$ cat config.mk
export PLATFORM = sky130hd
export DESIGN_NAME = flc_status_ctrl
export DESIGN_NICKNAME = d
export VERILOG_FILES = /design/src/hw/flc_pkg.sv /design/src/hw/flc_bus_cycle.sv /design/src/hw/flc_status_ctrl.sv
export SDC_FILE = /design/constraint.sdc
export NUM_CORES = 1
export LEC_CHECK = 0
export ABC_AREA = 1
export ABC_CLOCK_PERIOD_IN_PS = 2110
export BUFFER_PORTS_ARGS = -buffer_cell sky130_fd_sc_hd__buf_2
export CAP_MARGIN = 40
export CORE_UTILIZATION = 30
export CTS_BUF_LIST = sky130_fd_sc_hd__clkbuf_8
export CTS_CLUSTER_SIZE = 30
export DETAILED_ROUTE_END_ITERATION = 8
export SLEW_MARGIN = 20
export SYNTH_ARGS = -nofsm -noshare
export SYNTH_HDL_FRONTEND = slang
export SYNTH_SLANG_ARGS = --single-unit
$ cat constraint.sdc
create_clock -name pclk -period 2.11 [get_ports pclk]
set_clock_uncertainty 0.15 [all_clocks]
set_input_delay 0.422 -clock pclk [delete_from_list [all_inputs] [get_ports pclk]]
set_output_delay 0.422 -clock pclk [all_outputs]
set_load 0.01 [all_outputs]
$ cat src/hw/flc_pkg.sv
/*
  Constants shared by the flash status controller: register map, field
  positions, operation codes, pin widths and bus-cycle timing.
  Assumes a 100 MHz pclk and an asynchronous parallel flash on the pins.
*/
// Notes on behaviour
// [RQ1] Status command makes later reads return status
// [RQ2] Status reads are single accesses, no paging
// [RQ3] Flash latches status on OE or CE edge
// [RQ4] Raise OE or deselect between status reads
// [RQ5] Status command works at any supply level
// [RQ6] Wait write-to-read interval before reading status
// [RQ7] Busy: only ready bit driven, rest floating
// [RQ8] Ready or suspended: whole status byte valid
// [RQ9] Ready on bit 7 and pin; poll it
// [RQ10] Bits 6..0 undriven while ready bit zero
// [RQ11] Status bits 6..1 carry six event flags
// [RQ12] Both error bits set: bad command sequence
// [RQ13] Locked-block bit only reflects checked operations
// [RQ14] Lock bits sampled only after command sequences
// [RQ15] Read lock state through identifier mode instead
// [RQ16] Status bit 0 reserved; mask when polling
// [RQ17] Buffer status bit 7 shows buffer available
// [RQ18] Buffer status bits 6..0 reserved; mask them
// [RQ19] Buffer setup with block address loads status
// [RQ20] Error bits set: buffer writes refused
// [RQ21] Clear status after a program error
package flc_pkg;

  // ************************************************************
  // Widths
  // ************************************************************
  localparam int FLASH_AW = 24;
  localparam int FLASH_DW = 16;
  localparam int APB_AW   = 12;

  // ************************************************************
  // Register map (byte addresses)
  // ************************************************************
  localparam logic [APB_AW-1:0] REG_CTRL   = 12'h000;
  localparam logic [APB_AW-1:0] REG_ADDR   = 12'h004;
  localparam logic [APB_AW-1:0] REG_STATUS = 12'h008;

  // CTRL fields
  localparam int CTRL_START  = 0;
  localparam int CTRL_OP_LSB = 1;
  localparam int CTRL_OP_MSB = 2;

  // STATUS fields; bits 7..0 hold the masked operation status
  localparam int ST_BUF_AVAIL = 8;
  localparam int ST_BUSY      = 9;
  localparam int ST_READY_PIN = 10;
  localparam int ST_REFUSED   = 11;
  localparam int ST_SEQ_ERR   = 12;
  localparam int ST_NEED_CLR  = 13;

  // Operation status bit positions
  localparam int SB_READY      = 7;
  localparam int SB_ERASE_SUSP = 6;
  localparam int SB_ERASE_ERR  = 5;
  localparam int SB_PROG_ERR   = 4;
  localparam int SB_LOW_VPP    = 3;
  localparam int SB_PROG_SUSP  = 2;
  localparam int SB_LOCK_ABORT = 1;
  localparam int SB_RESERVED   = 0;

  // Valid bits: bit 0 reserved, and only bit 7 of buffer status
  localparam logic [7:0] STATUS_MASK = 8'hfe;
  localparam logic [7:0] BUSY_MASK   = 8'h80;
  localparam logic [7:0] BUFST_MASK  = 8'h80;

  // ************************************************************
  // Operations requested through CTRL
  // ************************************************************
  typedef enum logic [1:0] {
    FLC_OP_POLL  = 2'b00,
    FLC_OP_READ  = 2'b01,
    FLC_OP_CLEAR = 2'b10,
    FLC_OP_BUFQ  = 2'b11
  } flc_op_t;

  // Command bytes (fixed package localparams; the top has no parameters to override them)
  localparam logic [7:0] CMD_READ_STATUS  = 8'h70;
  localparam logic [7:0] CMD_CLEAR_STATUS = 8'h50;
  localparam logic [7:0] CMD_BUFFER_SETUP = 8'he8;

  // ************************************************************
  // Timing
  // ************************************************************
  localparam int CLK_NS       = 10;
  localparam int WE_LOW_NS    = 70;
  localparam int RD_ACCESS_NS = 150;
  localparam int W12_NS       = 210;
  localparam int OE_HIGH_NS   = 30;

  localparam int WE_LOW_CYC_I  = (WE_LOW_NS + CLK_NS - 1) / CLK_NS;
  localparam int RD_CYC_I      = (RD_ACCESS_NS + CLK_NS - 1) / CLK_NS;
  localparam int W12_CYC_I     = (W12_NS + CLK_NS - 1) / CLK_NS;
  localparam int OE_HIGH_CYC_I = (OE_HIGH_NS + CLK_NS - 1) / CLK_NS;

  localparam logic [7:0] WE_LOW_CYC  = 8'(WE_LOW_CYC_I);
  localparam logic [7:0] RD_CYC      = 8'(RD_CYC_I);
  localparam logic [7:0] W12_CYC     = 8'(W12_CYC_I);
  localparam logic [7:0] OE_HIGH_CYC = 8'(OE_HIGH_CYC_I);
  localparam logic [7:0] CNT_ONE     = 8'h01;

endpackage

$ cat src/hw/flc_bus_cycle.sv
/*
  One asynchronous flash bus cycle (single write or single read) with
  chip select, strobes and the data bus enable driven from flip-flops.
  Assumes the caller waits for done before starting the next cycle.
*/
`timescale 1ns/1ps
module flc_bus_cycle
  import flc_pkg::*;
(
  // Clock and reset
  input  wire logic                pclk,
  input  wire logic                presetn,
  // Request and answer
  input  wire logic                start,
  input  wire logic                is_write,
  input  wire logic [FLASH_AW-1:0] addr,
  input  wire logic [FLASH_DW-1:0] wdata,
  output logic                     done,
  output logic      [FLASH_DW-1:0] rdata,
  // Flash pins
  output logic      [FLASH_AW-1:0] flash_addr,
  input  wire logic [FLASH_DW-1:0] flash_dq_i,
  output logic      [FLASH_DW-1:0] flash_dq_o,
  output logic                     flash_dq_oe,
  output logic                     chip_select_0_n,
  output logic                     flash_oe_n,
  output logic                     flash_we_n
);
  import flc_pkg::*;

  typedef enum logic [2:0] {
    BC_IDLE   = 3'b000,
    BC_SETUP  = 3'b001,
    BC_STROBE = 3'b010,
    BC_HOLD   = 3'b011,
    BC_GAP    = 3'b100
  } flc_bc_state_t;

  flc_bc_state_t       state_q, state_d;
  logic [7:0]          cnt_q, cnt_d;
  logic                wr_q, wr_d;
  logic [FLASH_AW-1:0] addr_q, addr_d;
  logic [FLASH_DW-1:0] wdata_q, wdata_d;
  logic [FLASH_DW-1:0] rdata_q, rdata_d;
  logic                ce_n_q, ce_n_d;
  logic                oe_n_q, oe_n_d;
  logic                we_n_q, we_n_d;
  logic                dq_oe_q, dq_oe_d;
  logic                done_q, done_d;

  // ************************************************************
  // Next state
  // ************************************************************
  always_comb begin
    state_d = state_q;
    cnt_d   = cnt_q;
    wr_d    = wr_q;
    addr_d  = addr_q;
    wdata_d = wdata_q;
    rdata_d = rdata_q;
    done_d  = 1'b0;
    case (state_q)
      BC_IDLE: begin
        if (start) begin
          wr_d    = is_write;
          addr_d  = addr;
          wdata_d = wdata;
          state_d = BC_SETUP;
        end
      end
      BC_SETUP: begin
        cnt_d   = wr_q ? WE_LOW_CYC : RD_CYC;
        state_d = BC_STROBE;
      end
      BC_STROBE: begin
        if (cnt_q <= CNT_ONE) begin
          if (!wr_q) begin
            rdata_d = flash_dq_i;
          end
          state_d = BC_HOLD;
        end else begin
          cnt_d = cnt_q - CNT_ONE;
        end
      end
      BC_HOLD: begin
        // Deselect after every access, so no read is ever a page hit
        cnt_d   = wr_q ? W12_CYC : OE_HIGH_CYC;  // [RQ6] [RQ4] [RQ2]
        state_d = BC_GAP;
      end
      BC_GAP: begin
        if (cnt_q <= CNT_ONE) begin
          done_d  = 1'b1;
          state_d = BC_IDLE;
        end else begin
          cnt_d = cnt_q - CNT_ONE;
        end
      end
      default: state_d = BC_IDLE;
    endcase
    // Pins follow the next state so they toggle on clean register edges
    ce_n_d  = !(state_d == BC_SETUP || state_d == BC_STROBE || state_d == BC_HOLD);
    oe_n_d  = !(state_d == BC_STROBE && !wr_d);
    we_n_d  = !(state_d == BC_STROBE && wr_d);
    dq_oe_d = wr_d && !ce_n_d;
  end

  always_ff @(posedge pclk or negedge presetn) begin
    if (!presetn) begin
      state_q <= BC_IDLE;
      cnt_q   <= '0;
      wr_q    <= 1'b0;
      addr_q  <= '0;
      wdata_q <= '0;
      rdata_q <= '0;
      ce_n_q  <= 1'b1;
      oe_n_q  <= 1'b1;
      we_n_q  <= 1'b1;
      dq_oe_q <= 1'b0;
      done_q  <= 1'b0;
    end else begin
      state_q <= state_d;
      cnt_q   <= cnt_d;
      wr_q    <= wr_d;
      addr_q  <= addr_d;
      wdata_q <= wdata_d;
      rdata_q <= rdata_d;
      ce_n_q  <= ce_n_d;
      oe_n_q  <= oe_n_d;
      we_n_q  <= we_n_d;
      dq_oe_q <= dq_oe_d;
      done_q  <= done_d;
    end
  end

  assign done            = done_q;
  assign rdata           = rdata_q;
  assign flash_addr      = addr_q;
  assign flash_dq_o      = wdata_q;
  assign flash_dq_oe     = dq_oe_q;
  assign chip_select_0_n = ce_n_q;
  assign flash_oe_n      = oe_n_q;
  assign flash_we_n      = we_n_q;

endmodule

$ cat src/hw/flc_status_ctrl.sv
/*
  Host-side status controller for a parallel NOR flash. Software sets an
  address and starts an operation over APB; the controller issues the
  flash commands, polls the status byte and reports the masked result.
  Assumes chip select 0 selects the flash and the other selects are tied
  active outside, and that the flash pins are synchronous to pclk.
*/
// Our own choices: the APB interface to the registers and the placing of the registers.
`timescale 1ns/1ps
module flc_status_ctrl
  import flc_pkg::*;
(
  // Clock and reset
  input  wire logic                pclk,
  input  wire logic                presetn,
  // APB slave
  input  wire logic                psel,
  input  wire logic                penable,
  input  wire logic                pwrite,
  input  wire logic [APB_AW-1:0]   paddr,
  input  wire logic [31:0]         pwdata,
  output logic      [31:0]         prdata,
  output logic                     pready,
  output logic                     pslverr,
  // Flash pins
  output logic      [FLASH_AW-1:0] flash_addr,
  input  wire logic [FLASH_DW-1:0] flash_dq_i,
  output logic      [FLASH_DW-1:0] flash_dq_o,
  output logic                     flash_dq_oe,
  output logic                     chip_select_0_n,
  output logic                     flash_oe_n,
  output logic                     flash_we_n,
  input  wire logic                ready_pin
);
  import flc_pkg::*;

  typedef enum logic [2:0] {
    OP_IDLE   = 3'b000,
    OP_CMD    = 3'b001,
    OP_CMD_W  = 3'b010,
    OP_READ   = 3'b011,
    OP_READ_W = 3'b100
  } flc_op_state_t;

  // Status byte with reserved bits removed
  function automatic logic [7:0] flc_mask(input logic [7:0] raw, input logic [7:0] mask);
    flc_mask = raw & mask;
  endfunction

  flc_op_state_t       state_q, state_d;
  flc_op_t             op_q, op_d;
  logic [FLASH_AW-1:0] addr_reg_q, addr_reg_d;
  logic [7:0]          status_q, status_d;
  logic                buf_avail_q, buf_avail_d;
  logic                refused_q, refused_d;
  logic                bc_start;
  logic                bc_write;
  logic [FLASH_DW-1:0] bc_wdata;
  logic                bc_done;
  logic [FLASH_DW-1:0] bc_rdata;
  logic [7:0]          rd_byte;
  logic                apb_wr;
  logic                start_req;
  logic                mapped;
  logic [7:0]          cmd_byte;

  assign apb_wr    = psel && penable && pwrite;
  assign start_req = apb_wr && (paddr == REG_CTRL) && pwdata[CTRL_START];
  assign rd_byte   = bc_rdata[7:0];

  // ************************************************************
  // Command selection
  // ************************************************************
  always_comb begin
    case (op_q)
      FLC_OP_CLEAR: cmd_byte = CMD_CLEAR_STATUS;  // [RQ21]
      FLC_OP_BUFQ:  cmd_byte = CMD_BUFFER_SETUP;  // [RQ19]
      default:      cmd_byte = CMD_READ_STATUS;   // [RQ1] [RQ5]
    endcase
  end

  // ************************************************************
  // Operation sequencer
  // ************************************************************
  always_comb begin
    state_d     = state_q;
    op_d        = op_q;
    addr_reg_d  = addr_reg_q;
    status_d    = status_q;
    buf_avail_d = buf_avail_q;
    refused_d   = refused_q;
    bc_start    = 1'b0;
    bc_write    = 1'b0;
    bc_wdata    = {8'h00, cmd_byte};
    if (apb_wr && paddr == REG_ADDR) begin
      addr_reg_d = pwdata[FLASH_AW-1:0];
    end
    case (state_q)
      OP_IDLE: begin
        if (start_req) begin
          op_d      = flc_op_t'(pwdata[CTRL_OP_MSB:CTRL_OP_LSB]);
          refused_d = 1'b0;
          // A latched error blocks buffer setup until cleared
          if (op_d == FLC_OP_BUFQ && (status_q[SB_ERASE_ERR] || status_q[SB_PROG_ERR])) begin
            refused_d = 1'b1;  // [RQ20] [RQ21]
          end else begin
            state_d = OP_CMD;
          end
        end
      end
      OP_CMD: begin
        bc_start = 1'b1;
        bc_write = 1'b1;
        state_d  = OP_CMD_W;
      end
      OP_CMD_W: begin
        if (bc_done) begin
          if (op_q == FLC_OP_CLEAR) begin
            status_d = '0;
            state_d  = OP_IDLE;
          end else begin
            // Status is only taken after a command sequence was written
            state_d = OP_READ;  // [RQ6] [RQ14]
          end
        end
      end
      OP_READ: begin
        bc_start = 1'b1;
        state_d  = OP_READ_W;
      end
      OP_READ_W: begin
        if (bc_done) begin
          if (op_q == FLC_OP_BUFQ) begin
            buf_avail_d = flc_mask(rd_byte, BUFST_MASK) != 8'h00;  // [RQ17] [RQ18]
            state_d     = OP_IDLE;
          end else if (!rd_byte[SB_READY]) begin
            // Only the ready bit is driven while busy; floating bits dropped
            status_d = flc_mask(rd_byte, BUSY_MASK);  // [RQ7] [RQ10]
            state_d  = (op_q == FLC_OP_POLL) ? OP_READ : OP_IDLE;  // [RQ9]
          end else begin
            status_d = flc_mask(rd_byte, STATUS_MASK);  // [RQ8] [RQ11] [RQ16]
            state_d  = OP_IDLE;
          end
        end
      end
      default: state_d = OP_IDLE;
    endcase
  end

  always_ff @(posedge pclk or negedge presetn) begin
    if (!presetn) begin
      state_q     <= OP_IDLE;
      op_q        <= FLC_OP_POLL;
      addr_reg_q  <= '0;
      status_q    <= '0;
      buf_avail_q <= 1'b0;
      refused_q   <= 1'b0;
    end else begin
      state_q     <= state_d;
      op_q        <= op_d;
      addr_reg_q  <= addr_reg_d;
      status_q    <= status_d;
      buf_avail_q <= buf_avail_d;
      refused_q   <= refused_d;
    end
  end

  // ************************************************************
  // Flash bus cycles
  // ************************************************************
  // Each read is a fresh select with OE falling, so the flash relatches
  flc_bus_cycle u_cycle (  // [RQ3] [RQ4]
    .pclk            (pclk),
    .presetn         (presetn),
    .start           (bc_start),
    .is_write        (bc_write),
    .addr            (addr_reg_q),
    .wdata           (bc_wdata),
    .done            (bc_done),
    .rdata           (bc_rdata),
    .flash_addr      (flash_addr),
    .flash_dq_i      (flash_dq_i),
    .flash_dq_o      (flash_dq_o),
    .flash_dq_oe     (flash_dq_oe),
    .chip_select_0_n (chip_select_0_n),
    .flash_oe_n      (flash_oe_n),
    .flash_we_n      (flash_we_n)
  );

  // ************************************************************
  // APB read side
  // ************************************************************
  // Zero wait states; unmapped addresses read zero and flag an error
  always_comb begin
    prdata = 32'h0000_0000;
    mapped = 1'b1;
    if (paddr == REG_CTRL) begin
      prdata[CTRL_OP_MSB:CTRL_OP_LSB] = op_q;
      prdata[CTRL_START]              = (state_q != OP_IDLE);
    end else if (paddr == REG_ADDR) begin
      prdata[FLASH_AW-1:0] = addr_reg_q;
    end else if (paddr == REG_STATUS) begin
      prdata[7:0]          = status_q;
      prdata[ST_BUF_AVAIL] = buf_avail_q;
      prdata[ST_BUSY]      = (state_q != OP_IDLE);
      prdata[ST_READY_PIN] = ready_pin;  // [RQ9]
      prdata[ST_REFUSED]   = refused_q;
      // Lock abort is only a per-operation result, not a lock indicator
      prdata[ST_SEQ_ERR]   = status_q[SB_ERASE_ERR] && status_q[SB_PROG_ERR];  // [RQ12] [RQ13]
      prdata[ST_NEED_CLR]  = status_q[SB_ERASE_ERR] || status_q[SB_PROG_ERR];  // [RQ21]
    end else begin
      mapped = 1'b0;
    end
  end

  assign pready  = 1'b1;
  assign pslverr = psel && penable && !mapped;

endmodule

; ---- Yosys cells after proc, flatten, opt, wreduce, memory -nomap -nowiden
; Index checks and enable logic that the tools add are counted.
[totals]
register_bits = 96
latchBits = 0
ram_bits = 0
rom_bits = 0
input_bits = 66
output_inout_bits = 78
word_cells = 117
n_memories = 0
[classes]
addsub = 1
n_mul = 0
div = 0
n_lt_le_gt_ge = 1
eq_ne = 23
shift = 0
n_mux = 39
bitwise_logic = 1
reduce_logical = 35
[ops]
columns = operator, n
row1 = $mux W8, 6
row2 = $pmux W8 S2, 2
row3 = $pmux W3 S5, 2
row4 = $mux W14, 2
row5 = $mux W3, 8
row6 = $pmux W8 S3, 1
row7 = $mux W21, 1
row8 = $eq A3 B2 Y1 const B, 6
row9 = $eq A12 B3 Y1 const B, 1
row10 = $eq A12 B4 Y1 const B, 1
row11 = $logic_not A12 Y1, 1
row12 = $logic_and A1 B1 Y1, 11
row13 = $mux W1, 10
row14 = $mux W10, 1
row15 = $ne A2 B2 Y1 const B, 5
row16 = $eq A3 B1 Y1 const B, 3
row17 = $le A8 B1 Y1 const B, 1
row18 = $mux W2, 4
row19 = $sub A8 B1 Y8 const B, 1
row20 = $eq A2 B2 Y1 const B, 3
row21 = $eq A3 B3 Y1 const B, 2
row22 = $logic_not A3 Y1, 2
row23 = $reduce_and A2 Y1, 3
row24 = $reduce_and A3 Y1, 2
row25 = 12 further kinds, 21

; ---- Depth between registers and ports, before layout
[depth]
ltp_word = 9
ltp_mapped = 9
mapped_depth_nobuf = 9

; ---- Cells and area by module
; A second synthesis with hierarchy kept.
[hier_totals]
cells_unflattened = 568
area_unflattened_um2 = 5142.4
[by_module_without_submodules]
columns = module, n_inst, cells_per_inst, area_each_um2
row1 = flc_bus_cycle, 1, 281, 3070.4
row2 = flc_status_ctrl, 1, 287, 2072.0

; ---- Worst setup path before layout
; OpenSTA, ideal clock, no wires.
[synth_path]
path_kind = input-to-output
startpoint = input port paddr[11]
endpoint = output port prdata[1]
arrival_time_ns = 1.366
setup_slack_ns = 0.172
stages = 8
n_path_buf = 1
path_cell_list = nor2_1 nand2_2 nor2_8 nand2_1 inv_2 buf_4 nand2_1 a21oi_1
[synth_via]
elab_chain_len = 4
elab_cells_between_ends = 6
cone_classes = eq/ne: 2 / mux: 3 / reduce/logical: 1
[synth_lines]
columns = element, line_no
row1 = "start, declared", flc_status_ctrl.sv:20  ; input wire logic [APB_AW-1:0] paddr,
row2 = $eq A12 B4 Y1, flc_status_ctrl.sv:202  ; end else if (paddr == REG_STATUS) begin
row3 = $mux W14, flc_status_ctrl.sv:202
row4 = $mux W14, flc_status_ctrl.sv:200  ; end else if (paddr == REG_ADDR) begin
row5 = $mux W3 *, flc_status_ctrl.sv:197  ; if (paddr == REG_CTRL) begin
row6 = "end, declared", flc_status_ctrl.sv:22  ; output logic [31:0] prdata,
; Every way passes the cells marked *; elsewhere a longest branch is shown, timed or not.

; ---- Worst setup path in the final report
[layout_path]
startpoint = input port paddr[6]
endpoint = output port prdata[13]
[layout_via]
elab_chain_len = 4
elab_cells_between_ends = 6
cone_classes = eq/ne: 2 / mux: 3 / reduce/logical: 1
[layout_lines]
columns = element, line_no
row1 = $eq A12 B4 Y1, flc_status_ctrl.sv:202
row2 = $mux W14, flc_status_ctrl.sv:202
row3 = $mux W14, flc_status_ctrl.sv:200
row4 = $mux W21 *, flc_status_ctrl.sv:197
; Marks and branches as above.

==> flow_metrics.env <==
export IMPL_status="completed"
export IMPL_wl_um=10500
export IMPL_clock_sinks=90
export IMPL_numCtsBuffers=9
export IMPL_drive_gt1_share_pct=31.5
export IMPL_firstDrtPassIters=4
export IMPL_p_leak_nw=2.97
export IMPL_fin_nets=705
export IMPL_drtIter0Drc=170
export IMPL_grt_max_degree=37
export IMPL_ys_seq_area_share_pct=51.6
export IMPL_hold_path_class="in2reg"
export IMPL_final_antenna_net_count=0
export IMPL_clkPwrFrac_pct=22.1
export IMPL_coreArea_um2=14000
export IMPL_num_rows=43
export IMPL_synthCells=516
export IMPL_setup_violations=0
export IMPL_cp_start_kind="input pin"
export IMPL_peakVddDrop_v=0.000355
export IMPL_pin_count=144
export IMPL_p_total_mw=6.00
export IMPL_insertion_delay_ps=370
export IMPL_syn_avg_cell_area_um2=8.48
export IMPL_clkTransAtPathRegs_ps=90
export IMPL_cp_end_kind="output port"
export IMPL_fin_util_pct=38.9
export IMPL_async_flop_share_pct=100
export IMPL_vias=3692
export IMPL_pwr_share_seq_pct=42.7
export IMPL_die_h_um=123
export IMPL_critical_path_class="in2out"
export IMPL_fillCellCount=1421
export IMPL_fmax_ghz=0.486
export IMPL_synth_warnings=0
export IMPL_swShare_pct=37.9
export IMPL_grt_setup_unrepaired="false"
export IMPL_portBuffers=106
export IMPL_fp_dieW_um=123
export IMPL_place_hpwl_um=7940
export IMPL_gp_congestion=0.861
export IMPL_drc=0
export IMPL_post_route_min_period_ps=2060
export IMPL_diodes=0
export IMPL_ys_seq_elements=90
export IMPL_antenna_found_initial=0
export IMPL_synth_edf_count=0
export IMPL_grtUsageTotal_pct=14.5
export IMPL_overflow=0
export IMPL_p_switching_mw=2.27
export IMPL_pre_cts_slack_ps=-57.4
export IMPL_slew_violations=0
export IMPL_setup_slack_ps=50.9
export IMPL_hold_viol=0
export IMPL_fin_crit_sh_pct=97.6
export IMPL_synth_top_flop_cell="dfrtp_1"
export IMPL_dieArea_um2=15100
export IMPL_intPower_mw=3.73
export IMPL_start_util_pct=31.2
export IMPL_netlist_area_um2=4380
export IMPL_grt_pass1_wl_um=16900
export IMPL_comb_power_share_pct=35.2
export IMPL_maxCapViolCount=0
export IMPL_clockBufferDepth=2
export IMPL_synthDistinctLibCells=41
export IMPL_path_max_fanout=5
export IMPL_p_per_area_nw_per_um2=1100
export IMPL_htreeDepth=3
export IMPL_area_delta_synth_final_pct=24.8
export IMPL_root_buffer="clkbuf_8"
export IMPL_cp_required_ps=1540
export IMPL_via_per_inst=4.49
export IMPL_arrival_ps=1490
export IMPL_grt_pass1_vias=3601
export IMPL_cts_tree="built"
export IMPL_routedWlPerCell_um=12.8
==> per-layer routing <==
layer	GRT usage, %	up-vias	part of all wire, %
met5	0	-	0
met4	6.86	0	2.2
met3	3.21	19	5.4
met2	24.0	106	47
met1	17.9	1722	45
li1	-	1845	-
==> path summary, 6_finish.rpt <==
| kind | startpoint | end | slack, ps | cells past startpoint |
|---|---|---|---|---|
| min in group asynchronous | presetn | u_cycle.flash_addr[10] | 400 | 2 |
| max in group asynchronous | presetn | u_cycle.rdata[5] | 810 | 3 |
| worst max register to register | u_cycle.cnt_q[0] | u_cycle.cnt_q[2] | 300 | 8 |
| worst min register to register | u_cycle.flash_dq_o[6] | u_cycle.flash_dq_o[6] | 330 | 1 |
| worst min-delay path | flash_dq_i[1] | u_cycle.rdata[1] | 130 | 3 |
| worst max-delay path | paddr[6] | prdata[13] | 50 | 8 |
==> layout make-up <==
cell class / count / area (µm²) / area share [%]
Clock buffer: 10 / 138 / 2.52
Tap cell: 180 / 225 / 4.12
Clock inverter: 6 / 88.8 / 1.63
Timing Repair Buffer: 129 / 762 / 14.0
Multi-Input combinational cell: 349 / 1770 / 32.4
Inverter: 58 / 223 / 4.08
Sequential cell: 90 / 2260 / 41.3
==> logic make-up (layout without fill, tap and decap cells) <==
kind of cell | count (synthesis) | count (layout) | synth area share [%]
xor gates and xnor gates | 2 | 2 | 0.400
other | 2 | 20 | 0.172
adders and majority gates | 2 | 2 | 0.572
DFF | 90 | 90 | 51.6
AOI/OAI and AO/OA | 99 | 99 | 13.8
and+or+nand+nor | 226 | 226 | 22.7
buffers and inverters | 95 | 203 | 10.8
==> flip-flops by register name, summed over array words and instances (netlist names) <==
register,flops
addr_reg_q,24
u_cycle.done,1
u_cycle.cnt_q,8
u_cycle.flash_we_n,1
u_cycle.wr_q,1
u_cycle.rdata,7
op_q,2
refused_q,1
u_cycle.flash_oe_n,1
u_cycle.state_q,3
u_cycle.flash_dq_o,4
buf_avail_q,1
state_q,3
u_cycle.flash_addr,24
status_q,7
u_cycle.flash_dq_oe,1
u_cycle.chip_select_0_n,1
==> power by group through the flow <==
| stage | sequential (mW) | combinational (mW) | clock, mW |
|---|---|---|---|
| floorplan | 2.63 | 1.33 | 0 |
| global placement | 2.58 | 2.03 | 0 |
| detailed placement | 2.60 | 2.09 | 0 |
| CTS | 2.56 | 2.10 | 1.38 |
| global route | 2.63 | 2.46 | 1.44 |
| finish | 2.56 | 2.11 | 1.33 |
==> timing repair <==
action                                  CTS  global route
hold buffers                              1             0
endpoints found under the hold margin    30             0
pin swaps                                 0             5
endpoints found under the setup margin   10            21
setup buffers                             0             3
resized for setup                         8            15
==> placed cells by master, fill, tap and decap left out, types with 5 or more instances in the layout <==
cell / count
a21oi_2: 22
buf_2: 103
buf_4: 19
clkbuf_8: 10
conb_1: 20
dfrtp_1: 87
inv_1: 54
nand2_1: 105
nand2_2: 8
nand3_1: 31
nor2_1: 57
nor2_2: 5
o21ai_0: 54
o21ai_1: 10
==> worst max-delay path, cell delays in order <==
cell and delay (ps):
buf_6 90, nor2_2 110, nand2_2 90, nor2_8 160, nand2_4 80, buf_6 130
o211ai_1 220, buf_2 170
==> Yosys cell counts, drive strengths merged (4+ instances only) <==
cell type | instances | area share (%)
a21oi | 24 | 4.5
buf | 29 | 5.1
clkbuf | 8 | 0.69
dfrtp | 87 | 50
inv | 58 | 5.0
nand2 | 114 | 10
nand3 | 32 | 3.8
nor2 | 65 | 6.2
nor3 | 4 | 0.83
o21ai | 67 | 7.9
or2 | 4 | 0.57
==> stage by stage <==
stage	instance area, µm²	hold slack, ps	TNS [ps]	cells
floorplan	4440	-23.6	0	534
global placement	5130	261	-215	802
detailed placement	5130	268	-334	802
CTS	5390	99.5	-0.530	819
global route	5460	109	0	822
finish	5460	126	0	822
Power figures use the tool's default switching activity.
